===== src/design/pco_regs.svh =====
/*
 * Command word layout, reset values and acknowledge counts for the
 * operation command logic of the eight-level interrupt controller.
 * Assumes it is included by bare name from design files only.
 */
`ifndef PCO_REGS_SVH
`define PCO_REGS_SVH

// Command select address value that marks a mask word
`define PCO_ADDR_MASK 1'h1
// Selector field of a command word on the low address
`define PCO_SEL_HI 4
`define PCO_SEL_LO 3
`define PCO_SEL_PRIO 2'h0
`define PCO_SEL_MODE 2'h1
// Priority / end-of-interrupt word fields
`define PCO_PE_ROT 7
`define PCO_PE_SL 6
`define PCO_PE_EOI 5
`define PCO_LVL_HI 2
`define PCO_LVL_LO 0
// Rotate, select-level, end-of-interrupt combinations
`define PCO_CMD_CLR_ROT_AUTOMATIC_END_OF_INTERRUPT 3'h0
`define PCO_CMD_NS_EOI 3'h1
`define PCO_CMD_NOP 3'h2
`define PCO_CMD_SP_EOI 3'h3
`define PCO_CMD_SET_ROT_AUTOMATIC_END_OF_INTERRUPT 3'h4
`define PCO_CMD_ROT_NS_EOI 3'h5
`define PCO_CMD_SET_PRIO 3'h6
`define PCO_CMD_ROT_SP_EOI 3'h7
// Mask mode / read word fields
`define PCO_MM_MASK_MODE_WRITE_ENABLE 6
`define PCO_MM_SMM 5
`define PCO_MM_POLL 2
`define PCO_MM_RR 1
`define PCO_MM_RIS 0
// Reset and initialization values
`define PCO_MASK_RST 8'h00
`define PCO_LOWEST_RST 3'h7
`define PCO_DEFAULT_LVL 3'h7
// Acknowledge pulses per sequence
`define PCO_ACK_FINAL_8 2'h3
`define PCO_ACK_FINAL_16 2'h2

`endif


===== src/design/pco_pkg.sv =====
/*
 * Types of the operation command logic: acknowledge phase and the
 * packed state record. Assumes the eight request levels of the block.
 */
package pco_pkg;

  // Acknowledge sequence phase
  typedef enum logic {
    PCO_IDLE,
    PCO_ACK
  } pco_phase_t;

  // Whole state of the block, registered as one word
  typedef struct packed {
    logic [7:0] maskReg;     // Mask register
    logic [7:0] inService;   // In-service register
    logic [2:0] lowestLvl;   // Level holding lowest priority
    logic specialMask;       // Special mask mode active
    logic rotAeoi;           // Rotate on automatic end-of-interrupt
    logic readSel;           // Status read picks in-service register
    logic pollReq;           // Poll bit of last mode word, pulse
    logic readRegCmd;        // Read-register bit of last mode word, pulse
    logic [7:0] irrClear;    // Request bit to drop on acknowledge, pulse
    pco_phase_t phase;       // Acknowledge phase
    logic [1:0] ackCnt;      // Acknowledge pulses finished so far
    logic [2:0] ackLevel;    // Level chosen on the first acknowledge
    logic vectorValid;       // Chosen level may be presented
    logic intOut;            // Interrupt output to the processor
  } pco_state_t;

endpackage : pco_pkg


===== src/design/pco_operation_command_logic.sv =====
/*
 * Run-time command and priority logic of an eight-level interrupt
 * controller: mask register, in-service register, nested or rotating
 * priority, end-of-interrupt forms, set priority and special mask mode.
 * Assumes the write port, acknowledge pulses, request register and
 * initialization strobes all come from logic on core_clk.
 */
//
// Contract
// - Address and bits 4:3 decode the command word
// - Mask bit one masks only its line
// - Enable bit gates special mask mode changes
// - Fully nested, level 0 highest after initialization
// - Acknowledge picks highest request, sets in-service bit
// - In-service bit blocks equal and lower levels
// - Automatic end-of-interrupt on final acknowledge pulse
// - Automatic mode holds until fourth word rewritten
// - Non-specific end clears highest in-service bit
// - Specific end clears only the coded level
// - Rotating end clears and makes level lowest
// - Rotate-on-automatic flag set and cleared by word
// - Set priority changes order, keeps in-service bits
// - Rotate on specific end clears and reorders
// - Level bits used only with select-level set
// - Special mask mode ignores in-service bits
// - Special mask non-specific end skips masked levels
// - First init word resets mask, order, special mask, read select
// - Mode word stores status read selection
`timescale 1ns/1ns
`include "pco_regs.svh"

module pco_operation_command_logic (
  input wire logic core_clk,            // System clock
  input wire logic reset_n,             // Asynchronous reset, active low
  input wire logic clkEn,               // Clock enable, freezes state when low
  input wire logic wrEn,                // Command write strobe, one cycle
  input wire logic cmdSelAddr,          // Command select address bit
  input wire logic [7:0] wrData,        // Command write data
  input wire logic firstInitWr,         // First init word written, one cycle
  input wire logic autoEoiEn,           // Automatic end mode from fourth word
  input wire logic cpuMode16,           // One: two acknowledge pulses
  input wire logic [7:0] requestReg,    // Request register from capture logic
  input wire logic ackStart,            // Leading edge of first acknowledge
  input wire logic ackEnd,              // Trailing edge of any acknowledge
  output logic intOut,                  // Interrupt output, registered
  output logic [7:0] maskRegOut,        // Mask register for status reads
  output logic [7:0] inServiceOut,      // In-service register
  output logic [2:0] lowestLvlOut,      // Current lowest priority level
  output logic [2:0] vectorLevel,       // Level acknowledged
  output logic vectorValid,             // Vector level valid in a sequence
  output logic [7:0] irrClear,          // Request bit to clear, pulse
  output logic specialMaskOut,          // Special mask mode flag
  output logic rotAeoiOut,              // Rotate on automatic end flag
  output logic readSelOut,              // Status read selects in-service
  output logic pollReq,                 // Poll command issued, pulse
  output logic readRegCmd               // Read register command, pulse
);

  // Registered state and its next value
  pco_pkg::pco_state_t state_ff;
  pco_pkg::pco_state_t nxt_state;

  // Rank of a level: zero is highest priority, seven lowest
  function automatic logic [2:0] rankOf(input logic [2:0] lvl,
                                        input logic [2:0] low);
    rankOf = 3'(lvl - low - 3'h1);
  endfunction : rankOf

  // Highest-priority set bit of a vector; msb of result is found flag
  function automatic logic [3:0] pickTop(input logic [7:0] vec,
                                         input logic [2:0] low);
    logic [2:0] lvl;
    pickTop = 4'h0;
    for (int i = 7; i >= 0; i--) begin
      lvl = 3'(low + 3'h1 + 3'(i));
      if (vec[lvl]) begin
        pickTop = {1'b1, lvl};
      end
    end
  endfunction : pickTop

  // Non-specific end target; masked levels skipped in special mask mode
  function automatic logic [3:0] nsTarget(input pco_pkg::pco_state_t s);
    logic [7:0] cand;
    cand = s.specialMask ? (s.inService & ~s.maskReg) : s.inService;
    nsTarget = pickTop(cand, s.lowestLvl);
  endfunction : nsTarget

  // Requests allowed to interrupt under the current mask and nesting
  logic [7:0] pending;   // Unmasked requests
  logic [7:0] eligible;  // Requests that may raise the interrupt
  logic [3:0] isrTop;    // Highest in-service level
  logic [3:0] reqTop;    // Highest eligible request
  logic [2:0] cmdBits;   // Rotate, select-level, end bits of the word
  logic [2:0] cmdLvl;    // Level code bits of the word
  logic [3:0] eoiTgt;    // Non-specific end target
  logic [1:0] finalCnt;  // Pulses in one acknowledge sequence

  // Eligibility: the mask acts per line; nesting blocks equal or lower
  always_comb begin
    pending = requestReg & ~state_ff.maskReg;
    isrTop = pickTop(state_ff.inService, state_ff.lowestLvl);
    eligible = 8'h00;
    for (int n = 0; n < 8; n++) begin
      if (state_ff.specialMask) begin
        eligible[n] = pending[n];
      end else begin
        eligible[n] = pending[n] && (!isrTop[3] ||
          rankOf(3'(n), state_ff.lowestLvl) < rankOf(isrTop[2:0], state_ff.lowestLvl));
      end
    end
    reqTop = pickTop(eligible, state_ff.lowestLvl);
  end

  // Field split and the acknowledge length
  always_comb begin
    cmdBits = {wrData[`PCO_PE_ROT], wrData[`PCO_PE_SL], wrData[`PCO_PE_EOI]};
    cmdLvl = wrData[`PCO_LVL_HI:`PCO_LVL_LO];
    eoiTgt = nsTarget(state_ff);
    finalCnt = cpuMode16 ? `PCO_ACK_FINAL_16 : `PCO_ACK_FINAL_8;
  end

  // Next state: writes first, so an acknowledge set wins over a clear
  always_comb begin
    nxt_state = state_ff;
    if (clkEn) begin
      // Pulses last one enabled cycle; a disabled cycle holds them too
      nxt_state.pollReq = 1'b0;
      nxt_state.readRegCmd = 1'b0;
      nxt_state.irrClear = 8'h00;
      // Command writes
      if (wrEn) begin
        if (cmdSelAddr == `PCO_ADDR_MASK) begin
          nxt_state.maskReg = wrData;
        end else begin
          case (wrData[`PCO_SEL_HI:`PCO_SEL_LO])
            `PCO_SEL_PRIO: begin
              // Level bits are read only in the select-level forms
              case (cmdBits)
                `PCO_CMD_NS_EOI: begin
                  if (eoiTgt[3]) begin
                    nxt_state.inService[eoiTgt[2:0]] = 1'b0;
                  end
                end
                `PCO_CMD_SP_EOI: begin
                  nxt_state.inService[cmdLvl] = 1'b0;
                end
                `PCO_CMD_ROT_NS_EOI: begin
                  if (eoiTgt[3]) begin
                    nxt_state.inService[eoiTgt[2:0]] = 1'b0;
                    nxt_state.lowestLvl = eoiTgt[2:0];
                  end
                end
                `PCO_CMD_SET_ROT_AUTOMATIC_END_OF_INTERRUPT: begin
                  nxt_state.rotAeoi = 1'b1;
                end
                `PCO_CMD_CLR_ROT_AUTOMATIC_END_OF_INTERRUPT: begin
                  nxt_state.rotAeoi = 1'b0;
                end
                `PCO_CMD_SET_PRIO: begin
                  nxt_state.lowestLvl = cmdLvl;
                end
                `PCO_CMD_ROT_SP_EOI: begin
                  nxt_state.inService[cmdLvl] = 1'b0;
                  nxt_state.lowestLvl = cmdLvl;
                end
                `PCO_CMD_NOP: begin
                  nxt_state.rotAeoi = state_ff.rotAeoi;
                end
                default: begin
                  nxt_state.rotAeoi = state_ff.rotAeoi;
                end
              endcase
            end
            `PCO_SEL_MODE: begin
              // Mode bit counts only with its enable bit
              if (wrData[`PCO_MM_MASK_MODE_WRITE_ENABLE]) begin
                nxt_state.specialMask = wrData[`PCO_MM_SMM];
              end
              if (wrData[`PCO_MM_RR]) begin
                nxt_state.readSel = wrData[`PCO_MM_RIS];
              end
              nxt_state.pollReq = wrData[`PCO_MM_POLL];
              nxt_state.readRegCmd = wrData[`PCO_MM_RR];
            end
            default: begin
              // Initialization words belong to the init sequencer
              nxt_state.pollReq = 1'b0;
            end
          endcase
        end
      end
      // Acknowledge sequence
      case (state_ff.phase)
        pco_pkg::PCO_IDLE: begin
          if (ackStart) begin
            nxt_state.phase = pco_pkg::PCO_ACK;
            nxt_state.ackCnt = 2'h0;
            nxt_state.vectorValid = 1'b1;
            if (reqTop[3]) begin
              // Set after any end command of this cycle
              nxt_state.ackLevel = reqTop[2:0];
              nxt_state.inService[reqTop[2:0]] = 1'b1;
              nxt_state.irrClear[reqTop[2:0]] = 1'b1;
            end else begin
              // Request vanished: default lowest line, no in-service bit
              nxt_state.ackLevel = `PCO_DEFAULT_LVL;
            end
          end
        end
        pco_pkg::PCO_ACK: begin
          if (ackEnd) begin
            nxt_state.ackCnt = 2'(state_ff.ackCnt + 2'h1);
            if (2'(state_ff.ackCnt + 2'h1) == finalCnt) begin
              nxt_state.phase = pco_pkg::PCO_IDLE;
              nxt_state.vectorValid = 1'b0;
              // Mode level from the fourth word applies to every sequence
              if (autoEoiEn && eoiTgt[3]) begin
                nxt_state.inService[eoiTgt[2:0]] = 1'b0;
                if (state_ff.rotAeoi) begin
                  nxt_state.lowestLvl = eoiTgt[2:0];
                end
              end
            end
          end
        end
        default: begin
          nxt_state.phase = pco_pkg::PCO_IDLE;
        end
      endcase
      // First init word overrides mask, order, special mask and read select written in the same cycle
      if (firstInitWr) begin
        nxt_state.maskReg = `PCO_MASK_RST;
        nxt_state.lowestLvl = `PCO_LOWEST_RST;
        nxt_state.specialMask = 1'b0;
        nxt_state.readSel = 1'b0;
        nxt_state.phase = pco_pkg::PCO_IDLE;
        nxt_state.vectorValid = 1'b0;
      end
      // Interrupt stays up while any eligible request is waiting
      nxt_state.intOut = reqTop[3];
    end
  end

  // State register; clock enable low holds everything
  always_ff @(posedge core_clk or negedge reset_n) begin
    if (!reset_n) begin
      state_ff <= '{maskReg: `PCO_MASK_RST, inService: 8'h00,
                    lowestLvl: `PCO_LOWEST_RST, specialMask: 1'b0,
                    rotAeoi: 1'b0, readSel: 1'b0, pollReq: 1'b0,
                    readRegCmd: 1'b0, irrClear: 8'h00,
                    phase: pco_pkg::PCO_IDLE, ackCnt: 2'h0,
                    ackLevel: 3'h0, vectorValid: 1'b0, intOut: 1'b0};
    end else begin
      state_ff <= nxt_state;
    end
  end

  // Outputs taken straight from the state register
  assign intOut = state_ff.intOut;
  assign maskRegOut = state_ff.maskReg;
  assign inServiceOut = state_ff.inService;
  assign lowestLvlOut = state_ff.lowestLvl;
  assign vectorLevel = state_ff.ackLevel;
  assign vectorValid = state_ff.vectorValid;
  assign irrClear = state_ff.irrClear;
  assign specialMaskOut = state_ff.specialMask;
  assign rotAeoiOut = state_ff.rotAeoi;
  assign readSelOut = state_ff.readSel;
  assign pollReq = state_ff.pollReq;
  assign readRegCmd = state_ff.readRegCmd;

  // Helper terms for the checks below
  logic quiet;     // Enabled cycle with no init word
  logic prioWr;    // Priority word write
  logic modeWr;    // Mode word write
  assign quiet = clkEn && !firstInitWr;
  assign prioWr = wrEn && cmdSelAddr != `PCO_ADDR_MASK &&
                  wrData[`PCO_SEL_HI:`PCO_SEL_LO] == `PCO_SEL_PRIO;
  assign modeWr = wrEn && cmdSelAddr != `PCO_ADDR_MASK &&
                  wrData[`PCO_SEL_HI:`PCO_SEL_LO] == `PCO_SEL_MODE;
endmodule : pco_operation_command_logic


===== config.mk =====
export PLATFORM = sky130hd
export DESIGN_NAME = pco_operation_command_logic
export DESIGN_NICKNAME = d
export VERILOG_FILES = /design/src/design/pco_pkg.sv /design/src/design/pco_operation_command_logic.sv
export VERILOG_INCLUDE_DIRS = /design/src /design/src/design
export SDC_FILE = /design/constraint.sdc
export NUM_CORES = 1
export LEC_CHECK = 0
export BUFFER_PORTS_ARGS = -buffer_cell sky130_fd_sc_hd__buf_2
export CORE_UTILIZATION = 45
export CTS_CLUSTER_DIAMETER = 80
export CTS_CLUSTER_SIZE = 28
export DETAILED_ROUTE_END_ITERATION = 8
export SLEW_MARGIN = 20
export SYNTH_ARGS = -nofsm -noshare
export SYNTH_HDL_FRONTEND = slang
export SYNTH_SLANG_ARGS = --single-unit

===== constraint.sdc =====
create_clock -name core_clk -period 21.8 [get_ports core_clk]
set_input_delay 3.27 -clock core_clk [delete_from_list [all_inputs] [get_ports core_clk]]
set_output_delay 3.27 -clock core_clk [all_outputs]
set_load 0.05 [all_outputs]

After elaboration in Yosys (flattened, before gate mapping)
Index checks and enable logic that the tools add are counted.
{"block": "word_totals", "reg_bits": 40, "input_bits": 26, "output_inout_bits": 37}
{"block": "classes", "add_sub_neg": 27, "n_lt_le_gt_ge": 22, "eq_ne": 23, "muxes": 128, "n_bitwise": 10, "n_reduce_logical": 32}
{"op": "$mux 4", "count": 25}
{"op": "$bmux 1 s3", "count": 24}
{"op": "$mux 8", "count": 8}
{"op": "$mux 11", "count": 5}
{"op": "$mux 1", "count": 49}
{"op": "$mux 24", "count": 2}
{"op": "$lt 3x4->1 const B", "count": 11}
{"op": "$and 8x8->8", "count": 5}
{"op": "$sub 3x1->3 const B", "count": 9}
{"op": "$lt 3x3->1", "count": 8}
{"op": "$not 8->8", "count": 3}
{"op": "$pmux 8 s3", "count": 1}
{"op": "$ne 3x1->1 const B", "count": 6}
{"op": "$mux 16", "count": 1}
{"op": "$pmux 8 s2", "count": 1}
{"op": "$mux 15", "count": 1}
{"op": "$reduce_and 5->1", "count": 3}
{"op": "$add 3x3->3 const B", "count": 4}
{"op": "$eq 3x3->1 const B", "count": 4}
{"op": "$logic_and 1x1->1", "count": 12}
{"op": "$mux 3", "count": 4}
{"op": "$pmux 3 s2", "count": 2}
{"op": "$sub 3x3->3 const A", "count": 4}
{"op": "$demux 1 s3", "count": 3}
{"op": "other kinds (25)", "count": 47}

Logic depth before layout (Yosys ltp)
Gate-level depths: netlist (run 1).
{"block": "depth", "ltp_word": 36, "mapped_depth": 36, "depth_no_buf": 29}

Least setup slack after synthesis (run 1)
No wires, ideal clock.
{"block": "synth_timing", "path_kind": "register to register", "start": "register state_ff, in the netlist lowestLvlOut[0]", "end": "register state_ff, in the netlist inServiceOut[0]", "setup_ns": 0.101, "arrival_time_ns": 7.499, "required_time_ns": 21.699, "slack_ns": 14.200, "path_stages_with_launch": 35, "synth_period_minus_slack_ns": 7.600, "path_cell_list": "dfstp_2 buf_6 buf_4 inv_2 clkbuf_1 buf_1 ha_1 buf_2 buf_2 inv_1 clkbuf_1 buf_1 clkbuf_1 clkbuf_1 a21oi_1 a21oi_1 o21ai_0 o211ai_1 o31a_1 o21ai_0 fa_1 xnor2_1 a2111o_1 o31a_1 inv_2 ha_1 o311ai_0 a21oi_1 a32o_2 o211ai_1 mux4_2 or3_1 a31oi_1 o211ai_2 o32ai_1"}
{"block": "synth_via", "elab_chain_cells": 36, "word_cells_on_any_way": 159, "cone_classes": "add/sub: 26; order compare: 12; mux: 97; bitwise: 4; reduce/logical: 20"}
{"item": "start, declared", "line": "pco_operation_command_logic.sv:60", "source": "pco_pkg::pco_state_t state_ff;"}
{"item": "start signal, assigned", "line": "pco_operation_command_logic.sv:248", "source": "state_ff <= '{maskReg: `PCO_MASK_RST, inService: 8'h00,"}
{"item": "start signal, assigned", "line": "pco_operation_command_logic.sv:255", "source": "state_ff <= nxt_state;"}
{"item": "$add 3x1->3", "line": "pco_operation_command_logic.sv:75", "source": "lvl = 3'(low + 3'h1 + 3'(i));"}
{"item": "$add 3x3->3", "line": "pco_operation_command_logic.sv:75"}
{"item": "$bmux 1 s3", "line": "pco_operation_command_logic.sv:76", "source": "if (vec[lvl]) begin"}
{"item": "$mux 1 (implied by the code)", "line": "pco_operation_command_logic.sv:76"}
{"item": "$mux 4 (8 in series)", "line": "pco_operation_command_logic.sv:76"}
{"item": "$sub 3x3->3", "line": "pco_operation_command_logic.sv:66", "source": "rankOf = 3'(lvl - low - 3'h1);"}
{"item": "$sub 3x1->3", "line": "pco_operation_command_logic.sv:66"}
{"item": "$lt 3x3->1", "line": "pco_operation_command_logic.sv:109", "source": "rankOf(3'(n), state_ff.lowestLvl) < rankOf(isrTop[2:0], state_ff.lowestLvl));"}
{"item": "(+13 left out)"}
{"item": "$lt 3x4->1 (implied by the code) or $ge 3x1->1 (tied branches)", "line": "pco_operation_command_logic.sv:203", "source": "nxt_state.inService[reqTop[2:0]] = 1'b1;"}
{"item": "$logic_and 1x1->1 (implied by the code)", "line": "pco_operation_command_logic.sv:203"}
{"item": "$mux 1 (implied by the code)", "line": "pco_operation_command_logic.sv:203"}
{"item": "$demux 1 s3", "line": "pco_operation_command_logic.sv:203"}
{"item": "$or 8x8->8 (no line)"}
{"item": "$mux 8", "line": "pco_operation_command_logic.sv:200", "source": "if (reqTop[3]) begin"}
{"item": "$mux 8", "line": "pco_operation_command_logic.sv:196", "source": "if (ackStart) begin"}
{"item": "$pmux 8 s2 (*)", "line": "pco_operation_command_logic.sv:194", "source": "case (state_ff.phase)"}
Every way passes the cells marked *; elsewhere a longest branch is shown, timed or not. The select of a mux whose other input is x is not followed.
A chain may end at the register's enable or synchronous reset.

Worst setup path after layout (run 1)
{"block": "layout_timing", "start": "register state_ff, in the netlist lowestLvlOut[0]", "end": "register state_ff, in the netlist irrClear[7]"}
{"block": "layout_via", "elab_chain_cells": 35, "word_cells_on_any_way": 115, "cone_classes": "add/sub: 26; order compare: 10; mux: 61; reduce/logical: 18"}
{"item": "$add 3x1->3", "line": "pco_operation_command_logic.sv:75"}
{"item": "$add 3x3->3", "line": "pco_operation_command_logic.sv:75"}
{"item": "$bmux 1 s3", "line": "pco_operation_command_logic.sv:76"}
{"item": "$mux 1 (implied by the code)", "line": "pco_operation_command_logic.sv:76"}
{"item": "$mux 4 (8 in series)", "line": "pco_operation_command_logic.sv:76"}
{"item": "$sub 3x3->3", "line": "pco_operation_command_logic.sv:66"}
{"item": "$sub 3x1->3", "line": "pco_operation_command_logic.sv:66"}
{"item": "$lt 3x3->1", "line": "pco_operation_command_logic.sv:109"}
{"item": "(+12 left out)"}
{"item": "$mux 4 (*)", "line": "pco_operation_command_logic.sv:76"}
{"item": "$lt 3x4->1 (implied by the code) or $ge 3x1->1 (tied branches)", "line": "pco_operation_command_logic.sv:204", "source": "nxt_state.irrClear[reqTop[2:0]] = 1'b1;"}
{"item": "$logic_and 1x1->1 (implied by the code)", "line": "pco_operation_command_logic.sv:204"}
{"item": "$mux 1 (implied by the code)", "line": "pco_operation_command_logic.sv:204"}
{"item": "$demux 1 s3", "line": "pco_operation_command_logic.sv:204"}
{"item": "$mux 8 (*)", "line": "pco_operation_command_logic.sv:200"}
{"item": "$mux 15 (*)", "line": "pco_operation_command_logic.sv:196"}
{"item": "$mux 8 (*)", "line": "pco_operation_command_logic.sv:194"}
Marks and branches as above.

==> results of run 1 <==
-- flip-flops by register name (all words and copies together), names as in the netlist, 3 cells and up --
register and flops:
maskRegOut 8, lowestLvlOut 3, state_ff 3, irrClear 8, vectorLevel 3, inServiceOut 8
-- cells in the final DEF, fill, tap and decap left out, types with 5 or more instances in the layout --
master     Yosys  final
nor2_1        46     46
o21ai_0       43     43
a21boi_0      11     11
buf_4         31      7
nor3_1        24     24
nor4_1         6      6
a22o_1        10     10
a21o_1         5      5
nor2b_1       10     10
o31ai_1       11     11
inv_1         26     26
a31oi_1        7      7
buf_2          6     62
or3_1          6      6
mux2i_1       15     15
a211oi_1       8      8
nand2b_1      13     13
o211ai_1      14     14
nand3_1       19     19
a21oi_1       46     46
dfrtp_1       37     37
ha_1           8      7
and2_1        11     11
a22oi_1        6      6
nand2_1       81     81
o22ai_1        9      9
mux4_2        20     20
mux2_2        13     13
o32ai_1       12     12
a32oi_1        6      6
nand4_1        5      5
clkbuf_16      0      5
-- per-stage QoR --
stage	utilization	area (µm²)
floorplan	-	5650
global placement	0.478	5790
detailed placement	0.478	5790
CTS	0.493	5970
global route	0.493	5970
finish	0.493	5970
-- cell type report --
| type | instances | area [µm²] | area share |
|---|---|---|---|
| flip-flops and latches | 40 | 1000 | 0.168 |
| well taps | 168 | 210 | 0.0352 |
| multi-input cells | 562 | 4100 | 0.688 |
| clock inverters | 2 | 38.8 | 0.00650 |
| repair buffers | 69 | 363 | 0.0608 |
| clock buffers | 6 | 139 | 0.0233 |
| inverters | 29 | 109 | 0.0182 |
-- worst min-delay path, delay by kind of cell (launching register included) --
kind | cells | cell delay (ps)
AO/OA/AOI/OAI | 1 | 50
flip-flops | 1 | 340
AND/OR/NAND/NOR | 1 | 50
-- synthesized netlist by cell type (all sizes together) (8+ instances only) --
| cell type | n |
|---|---|
| mux2i | 15 |
| and2 | 11 |
| nor2 | 46 |
| nand2b | 13 |
| buf | 47 |
| a31oi | 9 |
| a22o | 11 |
| nand3 | 19 |
| a21oi | 46 |
| nand2 | 81 |
| o211ai | 16 |
| a211oi | 9 |
| mux2 | 15 |
| o32ai | 13 |
| o21ai | 44 |
| a21boi | 11 |
| o22ai | 9 |
| nor3 | 24 |
| clkbuf | 33 |
| mux4 | 23 |
| ha | 8 |
| nor2b | 10 |
| dfrtp | 37 |
| inv | 28 |
| o31ai | 12 |
-- routing by layer --
layer	global-route usage	share of wire	vias up
li1	-	-	2670
met1	0.404	0.43	2888
met2	0.467	0.46	315
met3	0.0254	0.073	57
met4	0.113	0.033	2
met5	0	0.00099	-
-- cells by family (layout without fill, tap and decap cells) --
logic type	after synthesis	in the layout	synth area share
buffers and inverters	109	106	0.0969
flip-flops	40	40	0.178
XOR/XNOR	10	10	0.0246
adder cells (fa/ha/maj)	12	12	0.0272
AND/OR/NAND/NOR	240	240	0.206
AO/OA/AOI/OAI	247	247	0.317
multiplexers	53	53	0.151
-- how the worst min path moves through the flow --
stage	from	to	slack [ps]
2_1_floorplan	vectorLevel[1]	vectorLevel[1]	470
3_3_place_gp	readSelOut	readSelOut	460
5_1_grt	vectorLevel[1]	vectorLevel[1]	510
3_5_place_dp	readSelOut	readSelOut	470
4_1_cts	readSelOut	readSelOut	490
6_report	readSelOut	readSelOut	480
-- power groups by stage --
| stage | Sequential [W] | Clock [W] | Combinational, W |
|---|---|---|---|
| after detailed placement | 0.000123 | 0 | 0.000455 |
| after global placement | 0.000123 | 0 | 0.000452 |
| after CTS | 0.000122 | 0.0000887 | 0.000457 |
| final | 0.000123 | 0.0000876 | 0.000466 |
| after global routing | 0.000125 | 0.0000907 | 0.000504 |
| after floorplan | 0.000110 | 0 | 0.000383 |
==> metrics, run 1 <==
crit path capture type register; CP startpoint lowestLvlOut[0]; Post-Syn Nets 746; worst ir drop on vdd 0.0000545 V; placed cell count 868; highest clock rate 123 MHz; Yosys Warn Count 0; Residual DRC 0; worst hold slack 483 ps; Levels on crit path 25; RSZ-0062 raised after global routing false; ANT nets after route 0; Synth Instances 711; first-pass GRT wire length 29.8 mm; Crit path arrival time 8280 ps; Clock power frac 0.130; Ant. Diodes 0; final period utilization 0.374; Final Power 0.000676 W; placer congestion estimate 0.925; H-tree depth 2; main flop type after synthesis dfrtp_1; R2R setup slack 13,650 ps; layout net count 742; final hold viol count 0; Post-Syn Area 5650 µm²; drt total wl 18.1 mm; slew margin rel. 0.361; Die ar. 13,000 µm²; layout cells sized above 1 0.203; Clock Skew 5.17 ps; CP Launch Type register; Switching Fraction 0.530; GRT Util Overall 0.290; PortBufs 62; worst hold path class reg -> reg; final max-slew violation count 0; sequential area share after synthesis 0.178; FF+latch count, synth 40; total CTS buffers 5; Psw 0.000358 W; Setup TNS Final 0 ps; CTS tree done; crit path kind reg -> reg; top-level I/O count 63; 1st-pass router iterations 5; Synth top area share 0.164; Fillers 1,194; row cnt 40; pre-CTS setup slack 13,800 ps; Crit path max-delay family compound AO/OA/AOI/OAI gates; antenna violations before repair 1; die width 114 µm; Tmin final 8150 ps; number of enable flip-flop cells after synthesis 0; status finished clean; WL/cell 20.7 µm; Clock Latency Late Sink 290 ps; area leader, netlist dfrtp_1; Initial DRC Count 701; Initial Util 0.467; worst setup margin 13,650 ps; Worst Path Required 21,930 ps; CP peak stage delay 770 ps; share of power burned in registers 0.181; Worst R2R Path Depth 25; Comb pwr share 0.689; Worst-Margin Slew 935 ps; R2R Path End irrClear[7]; Root Buffer clkbuf_16; Internal 0.000318 W; Clk pin slew, worst setup/hold paths 60 ps; post-route insts no fill 876; Via density 6.77; max-cap check violation count 0; cts hold-fix bufs 0; CTS sink count 40; CP max stage cell ha_1; vias in the first global route 5,569; final setup violation count 0; Mapped Avg Cell Area 7.95 µm²; pwr/cell area 113 nW/µm²; CP endpoint irrClear[7]; DP HPWL 13.3 mm; worst-case clock buffer depth 2; Post-CTS Setup Repair Bufs 0; largest net degree at the start of global routing 58; top post-synthesis cells by area dfrtp_1, mux4_2, nand2_1; total congestion overflow 0; Yosys cell types 88; worst-path fanout max 57; r2r startpoint lowestLvlOut[0]; FFs w/ async S/R, synth 1.00; core area 12,100 µm²; WP buf/inv 2; Area Growth Syn to Fin 5.55%; Post-CTS Resized 0; P_leak 2.49 nW; WHS Path Cells 2; Die Ht 114 µm; vias 5,932
(Power assumes the default switching activity.)
==> run 2: changes to the inputs <==
Settings changed: PLACE_DENSITY set to 0.66.
Clock period 21.8 ns to 7.4 ns, I/O delays scaled along.
==> run 2 against run 1 <==
Cell count grew 1.6%; utilization grew 0.90 points; clock power grew to 2.9 times the previous value; total power grew to 3.0 times the previous value; critical path depth is the same; largest cell class unchanged.
==> metrics, run 2 (same netlist as run 1, synthesis figures left out) <==
status finished clean; Crit path arrival time 7110 ps; worst hold path class reg -> reg; die width 114 µm; GRT Util Overall 0.290; Residual DRC 0; highest clock rate 143 MHz; pwr/cell area 331 nW/µm²; final period utilization 0.943; Final Power 0.00201 W; Fillers 1,197; Initial Util 0.467; total congestion overflow 0; antenna violations before repair 0; PortBufs 62; Initial DRC Count 630; commonest non-fill, non-tap cell in the layout nand2_1; final setup violation count 0; RSZ-0062 raised after global routing false; Ant. Diodes 0; Clock Skew 3.71 ps; slew margin rel. 0.381; worst-case clock buffer depth 2; WL/cell 20.6 µm; Worst-Margin Slew 929 ps; Tmin final 6980 ps; ANT nets after route 0; worst-path fanout max 10; crit path kind reg -> reg; DP HPWL 13.5 mm; final max-slew violation count 0; P_leak 2.55 nW; Setup TNS Final 0 ps; CTS tree done; vias in the first global route 5,667; H-tree depth 2; Die ar. 13,000 µm²; layout net count 756; core area 12,100 µm²; Area Growth Syn to Fin 7.48%; Clock Latency Late Sink 280 ps; Worst Path Required 7530 ps; top-level I/O count 63; Clk pin slew, worst setup/hold paths 60 ps; crit path capture type register; first-pass GRT wire length 29.8 mm; total CTS buffers 5; 1st-pass router iterations 5; placer congestion estimate 0.974; CTS sink count 40; post-route insts no fill 890; cts hold-fix bufs 0; placed cell count 881; Via density 6.67; final hold viol count 0; layout cells sized above 1 0.219; worst hold slack 492 ps; worst ir drop on vdd 0.000142 V; Die Ht 114 µm; drt total wl 18.3 mm; Root Buffer clkbuf_16; CP Launch Type register; largest net degree at the start of global routing 41; commonest non-fill, non-tap cells in the layout nand2_1, buf_2, nor2_1, a21oi_1, o21ai_0; vias 5,934; max-cap check violation count 0; row cnt 40
==> run 2: cell types whose count changed in the layout (fill, tap and decap cells not counted) <==
cell	previous run	this run
inv_6	0	1
ha_2	1	0
buf_4	7	21
clkinv_4	1	0
clkbuf_8	1	0
ha_4	0	1
clkinvlp_4	0	1
==> run 2: path summary, 6_finish.rpt <==
path / start / endpoint / slack (ps) / cells past startpoint
max in group asynchronous: reset_n / inServiceOut[1] / 5860 / 1
min reg2reg: vectorLevel[1] / vectorLevel[1] / 490 / 1
max reg2reg: lowestLvlOut[1] / irrClear[1] / 420 / 25
max: lowestLvlOut[1] / irrClear[1] / 420 / 25
min: vectorLevel[1] / vectorLevel[1] / 490 / 1
min in group asynchronous: reset_n / state_ff[5] / 970 / 1
==> run 2: routing by layer <==
layer,wire (µm),share of wire,vias up,global-route usage
met4,447,0.024,0,0.0952
li1,-,-,2706,-
met2,8510,0.46,331,0.465
met3,1560,0.085,38,0.0439
met1,7790,0.43,2859,0.400
met5,0,0,-,0
==> run 2: cell type report <==
class                           instances  area (µm²)  share of cell area
Multi-Input combinational cell        562        4110               0.677
Inverter                               29         109              0.0179
Tap cell                              168         210              0.0346
Clock inverter                          3        46.3             0.00762
Sequential cell                        40        1000               0.165
Timing Repair Buffer                   83         468              0.0770
Clock buffer                            5         125              0.0206
==> run 2: power by group <==
| part | total [W] | internal (W) | switching [W] |
|---|---|---|---|
| Combinational | 0.00139 | 0.000519 | 0.000874 |
| Sequential | 0.000365 | 0.000266 | 0.0000993 |
| Clock | 0.000253 | 0.000160 | 0.0000925 |
| Total | 0.00201 | 0.000945 | 0.00107 |
==> run 2: timing repair <==
action	in CTS	in global routing
endpoints found under the setup margin	0	15
gates resized for setup	0	1
hold endpoints to repair	0	0
setup buffers	0	1
==> run 2: worst max-delay path, stage by stage, from the launching register on <==
cell and delay (ps):
dfstp_2 530, inv_1 100, ha_4 390, mux4_2 600, mux2_2 360, or2_1 270, a21boi_0 170, a21oi_1 90
o21ai_0 100, o211ai_1 100, o31a_1 120, o21ai_0 230, fa_1 450, inv_1 150, ha_1 230, or2_2 160
nor2_1 40, a211oi_1 340, a2111oi_0 240, a31oi_4 320, o211ai_1 140, mux4_2 490, or3_1 400, a31oi_1 280
o211a_1 380, o32ai_1 150
==> run 2: stage by stage <==
step	util	area, µm²	worst slack (ps)
floorplan	-	5660	70.1
global placement	0.486	5890	548
detailed placement	0.486	5890	377
CTS	0.500	6060	340
global route	0.502	6080	12.3
finish	0.502	6080	419
==> run 3: changes to the inputs <==
Settings changed: REMOVE_ABC_BUFFERS set to 1.
==> run 3 against run 2 <==
Total power shrank 1.4%; cell count shrank 0.22%; critical path depth is the same; hold slack gained 2.0 ps; critical path type unchanged.
==> metrics, run 3 (same netlist as run 1, synthesis figures left out) <==
status finished clean; CTS tree done; Clock power frac 0.111; Setup TNS Final 0 ps; Comb pwr share 0.702; PortBufs 62; pwr/cell area 328 nW/µm²; worst-path fanout max 8; Crit path arrival time 7280 ps; final setup violation count 0; RSZ-0062 raised after global routing false; max-cap check violation count 0; M2 GR Usage 0.485; total CTS buffers 5; cts hold-fix bufs 0; Switching Fraction 0.540; total congestion overflow 0; Reg area 1000 µm²; top-level I/O count 63; Clock Latency Late Sink 280 ps; placer congestion estimate 0.933; ANT nets after route 0; CTS sink count 40; CP startpoint lowestLvlOut[1]; Ant. Diodes 0; first-pass GRT wire length 30.8 mm; Clock Skew 3.65 ps; final max-slew violation count 0; commonest non-fill, non-tap cells in the layout nand2_1, buf_2, nor2_1; row cnt 40; Clk pin slew, worst setup/hold paths 60 ps; H-tree depth 2; final hold viol count 0; P_leak 2.53 nW; crit path capture type register; highest clock rate 141 MHz; drt total wl 19.2 mm; Psw 0.00107 W; Worst-Margin Slew 935 ps; 1st-pass router iterations 6; crit path kind reg -> reg; Via density 6.80; vias 6,040; antenna violations before repair 0; final core area utilization 0.499; die width 114 µm; R2R Path End irrClear[4]; Worst Path Required 7580 ps; commonest non-fill, non-tap cell in the layout nand2_1; r2r startpoint lowestLvlOut[1]; Die ar. 13,000 µm²; Root Buffer clkbuf_16; core area 12,100 µm²; Internal 0.000912 W; slew margin rel. 0.361; Initial DRC Count 577; Area Growth Syn to Fin 6.86%; CP Launch Type register; GR Layer Usage met3 0.0482; DP HPWL 14.0 mm; Multi-input gate area 4120 µm²; worst ir drop on vdd 0.000227 V; share of power burned in registers 0.186; worst-case clock buffer depth 2; final period utilization 0.960; CP endpoint irrClear[4]; WL/cell 21.7 µm; GR Util met1 0.405; Die Ht 114 µm; vias in the first global route 5,723; GRT Util Overall 0.302; Fillers 1,227; layer with the highest usage met2; Worst R2R Path Depth 25; R2R setup slack 300 ps; Initial Util 0.467; Tmin final 7100 ps; Residual DRC 0; layout net count 754; largest net degree at the start of global routing 44; layout cells sized above 1 0.219; worst hold path class reg -> reg
run 3: worst max-delay path, cell delays in order, from the launching register on:
cell       delay (ps)
dfstp_2           540
inv_1             100
ha_2              400
mux4_2            590
mux2_2            360
or2_1             270
a21boi_0          210
a21oi_1            90
o21ai_0            70
o211ai_1          110
o31a_1            130
o21ai_0           240
fa_1              460
inv_1             130
ha_1              240
or2_2             310
nor2_1            140
a211oi_1           80
a2111oi_0         870
a31oi_4           140
buf_4             210
mux4_2            470
o32ai_2           140
a211o_2           180
o211ai_2          200
o32ai_1           330
run 3: cell type report:
| type | instances | area share |
|---|---|---|
| multi-input cells | 562 | 0.681 |
| clock buffers | 7 | 0.0236 |
| repair buffers | 81 | 0.0750 |
| inverters | 29 | 0.0180 |
| flip-flops and latches | 40 | 0.166 |
| clock inverters | 1 | 0.00124 |
| well taps | 168 | 0.0348 |
run 3: power groups by stage:
stage          Combinational [W]  Sequential (W)  Clock, W
2_1_floorplan           0.000887        0.000476         0
3_3_place_gp             0.00133        0.000367         0
3_5_place_dp             0.00135        0.000367         0
4_1_cts                  0.00136        0.000364  0.000223
5_1_grt                  0.00150        0.000374  0.000233
6_report                 0.00139        0.000369  0.000221
run 3: timing repair:
item | in CTS | in global routing
resized for setup | 0 | 2
hold endpoints to repair | 0 | 0
setup buffers | 0 | 3
endpoints found under the setup margin | 0 | 10
run 3: how the worst min path moves through the flow:
stage / from / endpoint / slack [ps] / cells after the start
after global placement: readSelOut / readSelOut / 470 / 2
after detailed placement: readSelOut / readSelOut / 470 / 2
after floorplan: state_ff[5] / state_ff[5] / 520 / 1
after CTS: readSelOut / readSelOut / 480 / 2
after global routing: readSelOut / readSelOut / 510 / 2
final: readSelOut / readSelOut / 490 / 2
run 3: per-layer routing:
layer,share of wire,vias to the layer above
met1,0.41,2906
met2,0.46,371
met3,0.089,57
li1,-,2706
met5,0,-
met4,0.033,0
run 3: metrics by stage:
step / std cells / instance area, µm² / power (W) / hold slack (ps) / worst slack (ps)
5_1_grt: 888 / 6040 / 0.00211 / 513 / 45.3
3_3_place_gp: 877 / 5860 / 0.00170 / 467 / 647
3_5_place_dp: 877 / 5860 / 0.00172 / 469 / 449
6_report: 888 / 6040 / 0.00198 / 494 / 299
2_1_floorplan: 631 / 5220 / 0.00136 / 519 / -1500
4_1_cts: 885 / 6010 / 0.00195 / 484 / 428
